**src/trap_pkg.sv**
```systemverilog
package trap_pkg;

  // avalon register byte offsets
  localparam logic [3:0] ctrl_off = 4'h0;      // control
  localparam logic [3:0] status_off = 4'h4;    // cpu state
  localparam logic [3:0] irq_stat_off = 4'h8;  // sticky events
  localparam logic [3:0] irq_mask_off = 4'hC;  // event mask

  // control field positions
  localparam int ctrl_restart_bit = 0;   // write one: leave halt
  localparam int ctrl_trap_en_bit = 1;   // traps enabled
  localparam int ctrl_wdog_en_bit = 2;   // watchdog enabled
  localparam logic [2:0] ctrl_reset = 3'h0;

  // error save area
  localparam logic [23:0] err_base_addr = 24'h000530;
  localparam logic [23:0] err_cpusw_addr = 24'h000538;
  localparam logic [23:0] err_irqent_addr = 24'h000540;
  localparam logic [23:0] word_step = 24'h000004;

  // watchdog limit
  localparam logic [7:0] wdog_limit = 8'h80;

  // first status word: halfword indicator position
  localparam int halfword_bit = 5;

  // trap codes
  typedef enum logic [3:0] {
    trap_none = 4'h0,
    trap_parity = 4'h1,
    trap_nonpresent = 4'h2,
    trap_undefined = 4'h3,
    trap_privilege = 4'h4,
    trap_machine_check = 4'h5,
    trap_system_check = 4'h6,
    trap_map_fault = 4'h7,
    trap_supervisor = 4'h8,
    trap_arith = 4'h9,
    trap_call_monitor = 4'hA,
    trap_block_timeout = 4'hB
  } trap_code_e;

  // control-instruction classes from decoder
  typedef enum logic [3:0] {
    op_none = 4'h0,
    block_external_irq_op = 4'h1,
    unblock_external_irq_op = 4'h2,
    load_status_dword_op = 4'h3,
    load_status_dword_remap_op = 4'h4,
    set_cpu_mode_op = 4'h5,
    supervisor_call_op = 4'h6,
    enable_arith_trap_op = 4'h7,
    disable_arith_trap_op = 4'h8,
    wait_op = 4'h9
  } ctl_op_e;

  // fault reports
  typedef struct packed {
    logic parity;       // memory parity error
    logic nonpresent;   // nonpresent memory
    logic protocol;     // bus protocol violation
    logic map_fault;    // map fault
    logic sys_check;    // illogical sequence
    logic arith;        // arithmetic exception
    logic call_monitor; // call monitor interrupt
    logic [3:0] sys_cause; // system check cause
  } fault_s;

  // context flags from sequencer
  typedef struct packed {
    logic irq_seq;       // interrupt or context switch
    logic dedicated_loc; // store-place-branch / reset-irq seq
  } ctx_s;

  // halt save sequencer
  typedef enum logic [4:0] {
    st_run = 5'b00001,
    st_save = 5'b00010,
    st_halt = 5'b00100,
    st_r3 = 5'b01000,
    st_r4 = 5'b10000
  } halt_st_e;

endpackage : trap_pkg

```
**src/trap_halt_and_watchdog_control.sv**
```systemverilog
// Local design decisions: the placing of the registers and the Avalon-MM slave port.
`timescale 1ns/1ps
module trap_halt_and_watchdog_control (
  input wire logic clk, // 10 MHz cpu clock
  input wire logic reset, // synchronous, active high
  input wire logic [3:0] avs_address, // byte address
  input wire logic avs_read, // read strobe
  input wire logic avs_write, // write strobe
  input wire logic [31:0] avs_writedata, // write data
  output logic [31:0] avs_readdata, // read data
  output logic avs_waitrequest, // stall
  input wire logic [3:0] op_class, // decoded control op
  input wire logic op_valid, // op executes this cycle
  input wire logic instr_retire, // instruction completed
  input wire logic privileged, // privileged state
  input wire logic legacy_status_word, // legacy mode
  input wire logic ext_blocked, // external irqs blocked
  input wire logic high_irq_active, // high level irq active
  input wire trap_pkg::fault_s fault, // fault reports
  input wire trap_pkg::ctx_s ctx, // sequencing context
  input wire logic [31:0] status_first_word, // current word 1
  input wire logic [31:0] status_second_word, // current word 2
  input wire logic [31:0] device_table_entry, // current entry
  input wire logic [31:0] device_irq_entry, // current entry
  input wire logic [23:0] trap_vector_addr, // vector of trap
  input wire logic [23:0] ctx_block_addr, // context block base
  input wire logic mem_ready, // memory accepts store
  output logic trap_take, // vector the trap (pulse)
  output trap_pkg::trap_code_e trap_code, // last trap raised, registered
  output logic [31:0] cpu_status_word, // cause descriptor
  output logic cpu_halted, // cpu stopped
  output logic irq_active_light, // panel indicator
  output logic [31:0] halt_first_word, // word 1 after halt
  output logic mem_wr, // store request
  output logic [23:0] mem_addr, // store address
  output logic [31:0] mem_wdata, // store data
  output logic irq // level interrupt
);

  ////////////////////////////////////////////////////////////////
  logic [2:0] ctrl; // control register
  logic [3:0] irq_stat; // sticky events
  logic [3:0] irq_mask; // event enables
  logic restart_pulse; // software restart
  logic [7:0] wdog_cnt; // blocked instruction count
  trap_pkg::halt_st_e state; // halt sequencer
  logic [2:0] save_idx; // error word index
  logic [3:0] events; // event pulses
  logic trap_raise; // any trap this cycle
  trap_pkg::trap_code_e next_code; // trap chosen
  logic halt_req; // trap-halt condition
  logic arming; // trap arms halt logic
  logic ctx_store; // context word five store pending
  logic [23:0] ctx_addr; // latched context address
  logic wdog_trip; // watchdog over limit
  logic restart_seen; // restart since last cycle

  wire bus_wr = avs_write && !avs_waitrequest;
  wire trap_en = ctrl[trap_pkg::ctrl_trap_en_bit];

  ////////////////////////////////////////////////////////////////
  // zero-wait slave
  assign avs_waitrequest = 1'b0;

  // read mux, unmapped reads zero
  always_comb begin
    avs_readdata = 32'h00000000;
    case (avs_address)
      trap_pkg::ctrl_off: avs_readdata = {29'h0, ctrl};
      trap_pkg::status_off: avs_readdata = {30'h0, irq_active_light,
                                            cpu_halted};
      trap_pkg::irq_stat_off: avs_readdata = {28'h0, irq_stat};
      trap_pkg::irq_mask_off: avs_readdata = {28'h0, irq_mask};
      default: avs_readdata = 32'h00000000;
    endcase
  end

  // control register, restart bit self clears
  always_ff @(posedge clk) begin
    if (reset) begin
      ctrl <= trap_pkg::ctrl_reset;
    end else if (bus_wr && avs_address == trap_pkg::ctrl_off) begin
      ctrl <= avs_writedata[2:0] & 3'h6;
    end
  end
  assign restart_pulse = bus_wr && avs_address == trap_pkg::ctrl_off &&
                         avs_writedata[trap_pkg::ctrl_restart_bit];

  // mask register
  always_ff @(posedge clk) begin
    if (reset) begin
      irq_mask <= 4'h0;
    end else if (bus_wr && avs_address == trap_pkg::irq_mask_off) begin
      irq_mask <= avs_writedata[3:0];
    end
  end

  // sticky status: set wins over write-one clear
  always_ff @(posedge clk) begin
    if (reset) begin
      irq_stat <= 4'h0;
    end else if (bus_wr && avs_address == trap_pkg::irq_stat_off) begin
      irq_stat <= (irq_stat & ~avs_writedata[3:0]) | events;
    end else begin
      irq_stat <= irq_stat | events;
    end
  end
  // events: trap raised, halt entered, watchdog, system check
  assign events = {fault.sys_check, wdog_trip, halt_req, trap_raise};
  assign irq = |(irq_stat & irq_mask);

  ////////////////////////////////////////////////////////////////
  // trap selection, priority order top first
  always_comb begin
    next_code = trap_pkg::trap_none;
    // both modes: the legacy halt on a protocol fault needs a trap code
    if (ctx.irq_seq && (fault.parity || fault.nonpresent ||
        fault.protocol)) begin
      next_code = trap_pkg::trap_machine_check;
    end else if (fault.parity) begin
      next_code = trap_pkg::trap_parity;
    end else if (fault.nonpresent) begin
      next_code = trap_pkg::trap_nonpresent;
    end else if (fault.map_fault) begin
      next_code = trap_pkg::trap_map_fault;
    end else if (fault.sys_check) begin
      next_code = trap_pkg::trap_system_check;
    end else if (op_valid && legacy_status_word &&
        (op_class == trap_pkg::block_external_irq_op ||
         op_class == trap_pkg::unblock_external_irq_op ||
         op_class == trap_pkg::load_status_dword_op ||
         op_class == trap_pkg::enable_arith_trap_op ||
         op_class == trap_pkg::disable_arith_trap_op ||
         op_class == trap_pkg::supervisor_call_op)) begin
      next_code = trap_pkg::trap_undefined;
    end else if (op_valid && !privileged && op_class != trap_pkg::op_none
        && op_class != trap_pkg::supervisor_call_op
        && op_class != trap_pkg::wait_op) begin
      next_code = trap_pkg::trap_privilege;
    end else if (op_valid && op_class == trap_pkg::wait_op &&
        ext_blocked) begin
      next_code = trap_pkg::trap_block_timeout;
    end else if (wdog_trip) begin
      next_code = trap_pkg::trap_block_timeout;
    end else if (op_valid && op_class == trap_pkg::supervisor_call_op) begin
      next_code = trap_pkg::trap_supervisor;
    end else if (fault.arith) begin
      next_code = trap_pkg::trap_arith;
    end else if (fault.call_monitor) begin
      next_code = trap_pkg::trap_call_monitor;
    end
  end
  // blocking and high-level irqs do not gate traps
  assign trap_raise = state == trap_pkg::st_run &&
                      next_code != trap_pkg::trap_none;

  // halt-arming set
  always_comb begin
    case (next_code)
      trap_pkg::trap_parity, trap_pkg::trap_nonpresent,
      trap_pkg::trap_undefined, trap_pkg::trap_privilege,
      trap_pkg::trap_machine_check, trap_pkg::trap_system_check,
      trap_pkg::trap_map_fault: arming = 1'b1;
      default: arming = 1'b0;
    endcase
  end

  // halt decision per mode
  always_comb begin
    if (legacy_status_word) begin
      halt_req = trap_raise && ctx.irq_seq &&
                 ((ctx.dedicated_loc && (fault.parity ||
                   fault.nonpresent)) ||
                  fault.protocol);
    end else begin
      halt_req = trap_raise && arming && !trap_en;
    end
  end

  // vector a trap unless it halts
  assign trap_take = trap_raise && !halt_req;

  ////////////////////////////////////////////////////////////////
  // blocked-instruction watchdog
  always_ff @(posedge clk) begin
    if (reset || !ext_blocked || trap_raise) begin
      wdog_cnt <= 8'h00;
    end else if (instr_retire && ctrl[trap_pkg::ctrl_wdog_en_bit] &&
                 wdog_cnt <= trap_pkg::wdog_limit) begin
      wdog_cnt <= wdog_cnt + 8'h01;
    end
  end
  assign wdog_trip = wdog_cnt > trap_pkg::wdog_limit;

  ////////////////////////////////////////////////////////////////
  // trap code and status word capture
  always_ff @(posedge clk) begin
    if (reset) begin
      trap_code <= trap_pkg::trap_none;
      cpu_status_word <= 32'h00000000;
      ctx_addr <= 24'h000000;
    end else if (trap_raise) begin
      trap_code <= next_code;
      cpu_status_word <= {20'h0, fault.sys_cause, 4'h0,
                          next_code};
      ctx_addr <= ctx_block_addr + 24'h000010;
    end
  end

  // halt sequencer: save error words then hold
  always_ff @(posedge clk) begin
    if (reset) begin
      state <= trap_pkg::st_run;
      save_idx <= 3'h0;
      halt_first_word <= 32'h00000000;
    end else begin
      case (state)
        trap_pkg::st_run: begin
          save_idx <= legacy_status_word ? 3'h0 : 3'h0;
          if (halt_req) begin
            state <= trap_pkg::st_save;
            // low 24 bits get the trap vector, halfword bit included; top byte kept
            halt_first_word <= {status_first_word[31:24],
                                trap_vector_addr};
          end
        end
        trap_pkg::st_save: begin
          if (mem_ready) begin
            // skip word two in legacy mode
            if (save_idx == 3'h0 && legacy_status_word) begin
              save_idx <= 3'h2;
            end else if (save_idx == 3'h4) begin
              state <= trap_pkg::st_halt;
            end else begin
              save_idx <= save_idx + 3'h1;
            end
          end
        end
        trap_pkg::st_halt: begin
          if (restart_pulse) begin
            state <= trap_pkg::st_run;
          end
        end
        default: state <= trap_pkg::st_run;
      endcase
    end
  end

  // context word five store after vectored trap, non-legacy mode only
  always_ff @(posedge clk) begin
    if (reset) begin
      ctx_store <= 1'b0;
    end else if (trap_take && !legacy_status_word) begin
      ctx_store <= 1'b1;
    end else if (mem_ready && state == trap_pkg::st_run) begin
      ctx_store <= 1'b0;
    end
  end

  // restart edge marker for assertions
  always_ff @(posedge clk) begin
    if (reset) begin
      restart_seen <= 1'b0;
    end else begin
      restart_seen <= restart_pulse;
    end
  end

  ////////////////////////////////////////////////////////////////
  // store port
  always_comb begin
    mem_wr = 1'b0;
    mem_addr = 24'h000000;
    mem_wdata = 32'h00000000;
    if (state == trap_pkg::st_save) begin
      mem_wr = 1'b1;
      mem_addr = trap_pkg::err_base_addr +
                 24'(save_idx) * trap_pkg::word_step;
      case (save_idx)
        3'h0: mem_wdata = halt_first_word;
        3'h1: mem_wdata = status_second_word;
        3'h2: mem_wdata = cpu_status_word;
        3'h3: mem_wdata = device_table_entry;
        default: mem_wdata = device_irq_entry;
      endcase
    end else if (ctx_store) begin
      mem_wr = 1'b1;
      mem_addr = ctx_addr;
      mem_wdata = cpu_status_word;
    end
  end

  // halt and panel light
  assign cpu_halted = state != trap_pkg::st_run;
  assign irq_active_light = cpu_halted;

  ////////////////////////////////////////////////////////////////
  // checks
  a_priv_check: assert property (@(posedge clk) disable iff (reset)
    (trap_raise && op_valid && !privileged && !legacy_status_word &&
     op_class == trap_pkg::block_external_irq_op &&
     fault == '0 && !wdog_trip) |->
     next_code == trap_pkg::trap_privilege)
    else $error("unprivileged op not trapped");
  a_legacy_undef: assert property (@(posedge clk) disable iff (reset)
    (op_valid && legacy_status_word && state == trap_pkg::st_run &&
     op_class == trap_pkg::supervisor_call_op && fault == '0) |->
     trap_take && next_code == trap_pkg::trap_undefined)
    else $error("legacy op not undefined");
  a_blocked_trap: assert property (@(posedge clk) disable iff (reset)
    (state == trap_pkg::st_run && ext_blocked && fault.map_fault &&
     !fault.parity && !fault.nonpresent) |-> trap_raise)
    else $error("trap lost while blocked");
  a_halt_gate: assert property (@(posedge clk) disable iff (reset)
    (trap_raise && !legacy_status_word) |->
     halt_req == (arming && !trap_en))
    else $error("halt gate wrong");
  a_no_arm: assert property (@(posedge clk) disable iff (reset)
    (trap_raise && (next_code == trap_pkg::trap_supervisor ||
     next_code == trap_pkg::trap_arith)) |-> !halt_req)
    else $error("non-arming trap halted");
  a_wait_block: assert property (@(posedge clk) disable iff (reset)
    (state == trap_pkg::st_run && op_valid && ext_blocked &&
     op_class == trap_pkg::wait_op && privileged && fault == '0) |->
     trap_raise)
    else $error("wait while blocked not trapped");
  a_wdog_limit: assert property (@(posedge clk) disable iff (reset)
    wdog_cnt <= 8'h81)
    else $error("watchdog overran");
  a_halt_light: assert property (@(posedge clk) disable iff (reset)
    halt_req |=> cpu_halted && irq_active_light && mem_wr &&
     mem_addr == trap_pkg::err_base_addr)
    else $error("halt did not start save");
  a_halt_hold: assert property (@(posedge clk) disable iff (reset)
    (state == trap_pkg::st_halt && !restart_seen && !restart_pulse) |=>
     state == trap_pkg::st_halt && !mem_wr)
    else $error("halt released early");

  ////////////////////////////////////////////////////////////////
  // extra checks: high levels, restart, save order, context store
  a_high_level: assert property (@(posedge clk) disable iff (reset)
    (state == trap_pkg::st_run && high_irq_active && fault.map_fault &&
     !fault.parity && !fault.nonpresent) |-> trap_raise)
    else $error("trap lost under high level irq");
  // restart leaves the halt on the next edge
  a_restart_run: assert property (@(posedge clk) disable iff (reset)
    (state == trap_pkg::st_halt && restart_pulse) |=>
     state == trap_pkg::st_run)
    else $error("restart did not resume");
  // legacy save skips the second status word
  a_legacy_skip: assert property (@(posedge clk) disable iff (reset)
    (state == trap_pkg::st_save && save_idx == 3'h0 && mem_ready &&
     legacy_status_word) |=> save_idx == 3'h2)
    else $error("legacy save did not skip word two");
  // vectored trap outside legacy mode stores the status word to context word five
  a_ctx_store: assert property (@(posedge clk) disable iff (reset)
    (trap_take && !legacy_status_word) |=>
     mem_wr && mem_addr == ctx_addr)
    else $error("context store missing");

endmodule : trap_halt_and_watchdog_control

```
**config.mk**
```make
export PLATFORM = sky130hd
export DESIGN_NAME = trap_halt_and_watchdog_control
export DESIGN_NICKNAME = d
export VERILOG_FILES = /design/src/trap_pkg.sv /design/src/trap_halt_and_watchdog_control.sv
export SDC_FILE = /design/constraint.sdc
export NUM_CORES = 1
export LEC_CHECK = 0
export BUFFER_PORTS_ARGS = -buffer_cell sky130_fd_sc_hd__buf_4
export CAP_MARGIN = 25
export CORE_AREA = 2 2 156 158
export CTS_CLUSTER_SIZE = 25
export DETAILED_ROUTE_END_ITERATION = 8
export DIE_AREA = 0 0 158 160
export PLACE_DENSITY = 0.62
export SKIP_LAST_GASP = 1
export SLEW_MARGIN = 20
export SYNTH_ARGS = -nofsm -noshare
export SYNTH_HDL_FRONTEND = slang
export SYNTH_SLANG_ARGS = --single-unit
```
**constraint.sdc**
```tcl
create_clock -name clk -period 4.1 [get_ports clk]
set_input_delay 0.82 -clock clk [delete_from_list [all_inputs] [get_ports clk]]
set_output_delay 0.82 -clock clk [all_outputs]
set_load 0.02 [all_outputs]
```
Yosys cells after proc, flatten, opt, wreduce, memory -nomap -nowiden
Index checks and enable logic that the tools add are counted.

word-level totals
  register bits = 95
  bits of input ports = 240
  output and inout port bits = 162
  word-level logic and storage cells = 142

operators by class
  $add $sub $neg = 4
  magnitude comparators = 2
  eq/ne operators = 33
  muxes and demuxes = 35
  bitwise operators = 5
  reduce and logical (&&, ||, !) cells = 52

operators by type and width
  cell                     count
  $pmux W32 S4             1
  $mux W4                  13
  $mux W24                 2
  $mux W32                 1
  $eq A4 B3 Y1 const B     7
  $logic_and A1 B1 Y1      26
  $mux W5                  5
  $add A24 B5 Y24 const B  1
  $eq A4 B2 Y1 const B     4
  $eq A4 B4 Y1 const B     4
  $pmux W4 S4              1
  $pmux W5 S3              1
  $add A11 B5 Y12 const A  1
  $mux W12                 1
  $logic_or A1 B1 Y1       10
  $ne A2 B2 Y1 const B     5
  $mux W3                  3
  $add A8 B1 Y8 const B    1
  $and A4 B4 Y4            2
  $eq A4 B1 Y1 const B     2
  $gt A8 B8 Y1 const B     1
  $le A8 B8 Y1 const B     1
  $or A4 B4 Y4             2
  $reduce_bool A4 Y1       2
  other kinds (23)         34

Logic depth before layout (Yosys ltp)
  depth in word-level cells = 23
  mapped depth = 11
  depth with buffers taken out = 9

Worst setup path before layout
Ideal clock, no wire load.

  path kind = input port to output port
  from = input port op_class[1]
  to = output port trap_take
  data arrival time = 2.963 ns
  data required time = 3.280 ns
  path slack = 0.317 ns
  stages on the path = 8
  path buffers = 1
  cell sequence = or3b_2 -> or3_1 -> nand3b_1 -> o2bb2ai_1 -> or4b_4 -> o21ai_2 -> clkbuf_1 -> nor2_1

on the way
  cells in the longest elaborated chain, start to end = 21
  elaborated cells between the ends (all ways) = 50
  those cells by class = eq/ne: 16; mux: 12; reduce/logical: 22

ends and longest elaborated chain
  what                                                  line                                   source
  start, declared                                       trap_halt_and_watchdog_control.sv:12   input wire logic [3:0] op_class,
  branches (longest 7 deep; another with $eq A4 B3 Y1)  --
  $mux W4 *                                             trap_halt_and_watchdog_control.sv:128  end else if (op_valid && legacy_status_word &&
  $mux W4 *                                             trap_halt_and_watchdog_control.sv:126  end else if (fault.sys_check) begin
  $mux W4 *                                             trap_halt_and_watchdog_control.sv:124  end else if (fault.map_fault) begin
  $mux W4 *                                             trap_halt_and_watchdog_control.sv:122  end else if (fault.nonpresent) begin
  $mux W4 *                                             trap_halt_and_watchdog_control.sv:120  end else if (fault.parity) begin
  $mux W4 *                                             trap_halt_and_watchdog_control.sv:117  if (ctx.irq_seq && (fault.parity || fault.nonpresent ||
  $eq A4 B1 Y1 (tied with other cells)                  trap_halt_and_watchdog_control.sv:159  case (next_code)
  $reduce_or A7 Y1                                      trap_halt_and_watchdog_control.sv:159
  $mux W1                                               trap_halt_and_watchdog_control.sv:159
  $logic_and A1 B1 Y1 (2 in a row)                      trap_halt_and_watchdog_control.sv:176  halt_req = trap_raise && arming && !trap_en;
  $mux W1                                               trap_halt_and_watchdog_control.sv:170  if (legacy_status_word) begin
  $logic_not A1 Y1                                      trap_halt_and_watchdog_control.sv:181  assign trap_take = trap_raise && !halt_req;
  $logic_and A1 B1 Y1 *                                 trap_halt_and_watchdog_control.sv:181
  end, declared                                         trap_halt_and_watchdog_control.sv:28   output logic trap_take,

Mark *: on every way between the ends.

Final worst setup path
  from = register wdog_cnt[0]
  to = output port trap_take

on the way
  cells in the longest elaborated chain, start to end = 18
  elaborated cells between the ends (all ways) = 28
  those cells by class = order compare: 1; eq/ne: 7; mux: 11; reduce/logical: 9

ends and longest elaborated chain
  what                                  line                                   source
  start, declared                       trap_halt_and_watchdog_control.sv:45   logic [7:0] wdog_cnt;
  start signal, assigned                trap_halt_and_watchdog_control.sv:190  wdog_cnt <= wdog_cnt + 8'h01;
  $gt A8 B8 Y1 *                        trap_halt_and_watchdog_control.sv:193  assign wdog_trip = wdog_cnt > trap_pkg::wdog_limit;
  $mux W4 *                             trap_halt_and_watchdog_control.sv:143  end else if (wdog_trip) begin
  $mux W4 *                             trap_halt_and_watchdog_control.sv:140  end else if (op_valid && op_class == trap_pkg::wait_op &&
  $mux W4 *                             trap_halt_and_watchdog_control.sv:136  end else if (op_valid && !privileged && op_class != trap_pkg::op_none
  $mux W4 *                             trap_halt_and_watchdog_control.sv:128
  $mux W4 *                             trap_halt_and_watchdog_control.sv:126
  $mux W4 *                             trap_halt_and_watchdog_control.sv:124
  $mux W4 *                             trap_halt_and_watchdog_control.sv:122
  $mux W4 *                             trap_halt_and_watchdog_control.sv:120
  $mux W4 *                             trap_halt_and_watchdog_control.sv:117
  $eq A4 B1 Y1 (tied with other cells)  trap_halt_and_watchdog_control.sv:159
  $reduce_or A7 Y1                      trap_halt_and_watchdog_control.sv:159
  $mux W1                               trap_halt_and_watchdog_control.sv:159
  $logic_and A1 B1 Y1 (2 in a row)      trap_halt_and_watchdog_control.sv:176
  $mux W1                               trap_halt_and_watchdog_control.sv:170
  $logic_not A1 Y1                      trap_halt_and_watchdog_control.sv:181
  $logic_and A1 B1 Y1 *                 trap_halt_and_watchdog_control.sv:181

Every way passes the cells marked *; elsewhere a longest branch is shown, timed or not.

==> flow_metrics.env <==
export IMPL_antenna_found_initial=0
export IMPL_dp_hpwl_um=17600
export IMPL_synth_most_common_cell="inv_1"
export IMPL_fin_ws_ns=0.198
export IMPL_rsz0062_at_grt="false"
export IMPL_drtAntennaViolNets=0
export IMPL_globalplace_congestion=0.834
export IMPL_n_antenna_cell=0
export IMPL_clock_latency_ns=0.35
export IMPL_cts_root_buf="clkbuf_16"
export IMPL_ys_flop_type="dfxtp_1"
export IMPL_min_from="ctx_addr[18]"
export IMPL_outcome="finished clean"
export IMPL_drt_iter0_markers=455
export IMPL_max_cap_viol_count=0
export IMPL_r2r_slack_ns=0.70
export IMPL_yosysWarnings=0
export IMPL_htreeDepth=3
export IMPL_ys_ff_latch=89
export IMPL_ys_seq_area_share_pct=28.7
export IMPL_cts_hold_buf=0
export IMPL_routed_via_density=4.83
export IMPL_critical_path_max_fanout=4
export IMPL_grt_max_degree=72
export IMPL_synth_area_leaders="dfxtp_1 (29%), buf_4 (7.0%), inv_1 (5.6%), nor2_1 (5.0%), a21oi_1 (4.8%)"
export IMPL_clockPowerShare_pct=32.2
export IMPL_rows=57
export IMPL_initial_core_util_pct=26.1
export IMPL_syn_mean_instance_area_sq_um=7.54
export IMPL_cpPeakStageDelay_ns=0.56
export IMPL_grt_overflow_total=0
export IMPL_clk_pin_slew_ns=0.07
export IMPL_r2r_start="wdog_cnt[0]"
export IMPL_setup_violations=0
export IMPL_cts_buffers=9
export IMPL_r2r_cells=10
export IMPL_fin_area_sq_mm=0.00878
export IMPL_yosysTopAreaCell="dfxtp_1"
export IMPL_routedWlPerCell_um=16.6
export IMPL_power_net_switching_w=0.000879
export IMPL_peakVddDrop_mv=0.167
export IMPL_fin_crit_sh_pct=95.2
export IMPL_routed_wl_um=23400
export IMPL_final_setup_tns_ns=0
export IMPL_ios=402
export IMPL_crit_chain="inv_1 -> ha_1 -> or4b_4 -> o31ai_4 -> o21ai_2 -> o311a_1 -> or4b_4 -> o21ai_2 -> nor2_1 -> buf_4"
export IMPL_worst_clock_skew_ns=0.00986
export IMPL_drt_pass1_iter_count=6
export IMPL_dieArea_sq_mm=0.0253
export IMPL_io_buffer_count=294
export IMPL_asyncSetResetFlopFracSynth_pct=0
export IMPL_end_kind="output pin"
export IMPL_die_w_um=158
export IMPL_hold_path_depth=2
export IMPL_finalHoldViolations=0
export IMPL_cts_path_max_buffers=2
export IMPL_power_leakage_nw=4.07
export IMPL_syn_inst=823
export IMPL_synth_distinct_cells=63
export IMPL_place_area_sq_mm=0.00846
export IMPL_core_area_sq_mm=0.0238
export IMPL_fmax_mhz=256
export IMPL_final_nets=1327
export IMPL_intPower_w=0.00175
export IMPL_finish_utilization_pct=36.9
export IMPL_crit_type="reg2out"
export IMPL_route_detailed_drc=0
export IMPL_startpoint="wdog_cnt[0]"
export IMPL_holdCritPathClass="reg2reg"
export IMPL_drive_gt1_share_pct=32.5
export IMPL_cp_required_ns=3.28
export IMPL_fin_crit_ns=3.90
export IMPL_areaGrowthSynthToFinish_pct=41.6
export IMPL_yosysTopAreaCellShare_pct=28.7
export IMPL_worstReg2RegEnd="halt_first_word[11]"
export IMPL_synth_area_sq_mm=0.00621
export IMPL_grt_pass1_vias=6437
export IMPL_hold_end="ctx_addr[18]"
export IMPL_vias=6801
export IMPL_cts_tree="built"
export IMPL_worst_pin_slew_ns=0.801
export IMPL_ys_top_cells_by_count="inv_1 (93), dfxtp_1 (89), nor2_1 (83), a21oi_1 (60), nand2_1 (60)"
export IMPL_pre_cts_ws_ns=0.162
export IMPL_grt_pass1_wl_um=35300
export IMPL_track_usage_pct=17.8
export IMPL_cp_slowest_cell="or4b_4"
export IMPL_slew_violations=0
export IMPL_powerDensity_mw_per_mm2=300
export IMPL_fillCellCount=2549
export IMPL_synth_edf_count=0
export IMPL_maxSlewHeadroom_pct=46.5
export IMPL_power_switching_share_pct=33.4
export IMPL_power_frac_comb_pct=29.4
export IMPL_crit_path_start_kind="flop"
export IMPL_cts_sinks=89
export IMPL_cp_data_arrival_time_ns=3.08
export IMPL_pwr_share_seq_pct=38.4
export IMPL_die_y_um=160
cells by family after synthesis:
kind of cell | share of synthesized area (%)
buffers and inverters | 17.4
AND/OR/NAND/NOR | 18.9
multiplexers | 1.85
XOR/XNOR | 3.53
adder cells (fa/ha/maj) | 1.61
AO/OA/AOI/OAI | 27.9
other | 0.0604
flip-flops | 28.7
worst max-delay path by stage:
stage,end,slack (ns),cells past startpoint
after floorplan,trap_take,0.32,8
after global routing,trap_take,0.04,10
after CTS,trap_take,0.12,10
final,trap_take,0.20,10
after detailed placement,trap_take,0.16,9
after global placement,trap_take,0.20,9
placed cells by master, fill, tap and decap left out, drive strengths merged, types with 3 or more instances in the layout:
| cell type | n |
|---|---|
| nor2 | 83 |
| nand4 | 11 |
| a222oi | 24 |
| clkbuf | 12 |
| or4b | 3 |
| dfxtp | 89 |
| o311ai | 9 |
| o211a | 7 |
| mux2i | 7 |
| o211ai | 8 |
| xnor2 | 24 |
| a22oi | 19 |
| ha | 8 |
| a211oi | 26 |
| o21a | 4 |
| a21oi | 60 |
| nor2b | 3 |
| and3 | 39 |
| nor3 | 7 |
| nand3 | 25 |
| inv | 95 |
| nand2 | 60 |
| buf | 315 |
| conb | 53 |
| o21ai | 23 |
| o32ai | 33 |
per-stage QoR:
stage          hold slack [ns]  std cells  power, W
2_1_floorplan            0.429        875   0.00151
4_1_cts                  0.454       1406   0.00267
3_3_place_gp             0.438       1390   0.00180
3_5_place_dp             0.440       1390   0.00181
6_report                 0.455       1408   0.00263
5_1_grt                  0.477       1408   0.00279
power by group through the flow:
stage / clock, W / sequential (W) / combinational [W]
finish: 0.000848 / 0.00101 / 0.000774
detailed placement: 0 / 0.00103 / 0.000780
CTS: 0.000878 / 0.00101 / 0.000781
global placement: 0 / 0.00103 / 0.000773
global route: 0.000912 / 0.00102 / 0.000851
floorplan: 0 / 0.00106 / 0.000451
worst max-delay path, delay by kind of cell, from the launching register on:
kind            cells  cell delay, ns
simple gates        3            1.09
buf+inv             2            0.28
flops               1            0.34
compound gates      4            0.89
fa+ha+maj           1            0.14
area by class of cell:
cell class | instances | area (sq um) | area share, %
timing repair buffer | 315 | 2380 | 27.1
tap | 324 | 405 | 4.61
clock inverter | 4 | 32.5 | 0.370
sequential | 89 | 1780 | 20.3
inverter | 93 | 349 | 3.97
clock buffer | 12 | 267 | 3.03
multi-input combinational | 571 | 3570 | 40.6
routing by layer:
layer	vias up	track usage [%]	routed length [um]
met5	-	0	0
met4	0	5.45	384
met3	22	3.45	1570
met2	243	31.4	11600
met1	3188	21.7	9750
li1	3348	-	-
sequential cells by signal (all words and copies together), names as in the netlist:
name             cells
trap_code            3
state                3
ctx_store            1
ctrl                 2
halt_first_word     32
irq_stat             4
irq_mask             4
save_idx             3
cpu_status_word      5
ctx_addr            24
wdog_cnt             8
timing repair:
item / CTS / global route
endpoints found under the setup margin: 0 / 1
gates resized for setup: 0 / 1
setup buffers: 0 / 2
Power figures use the tool's default switching activity.
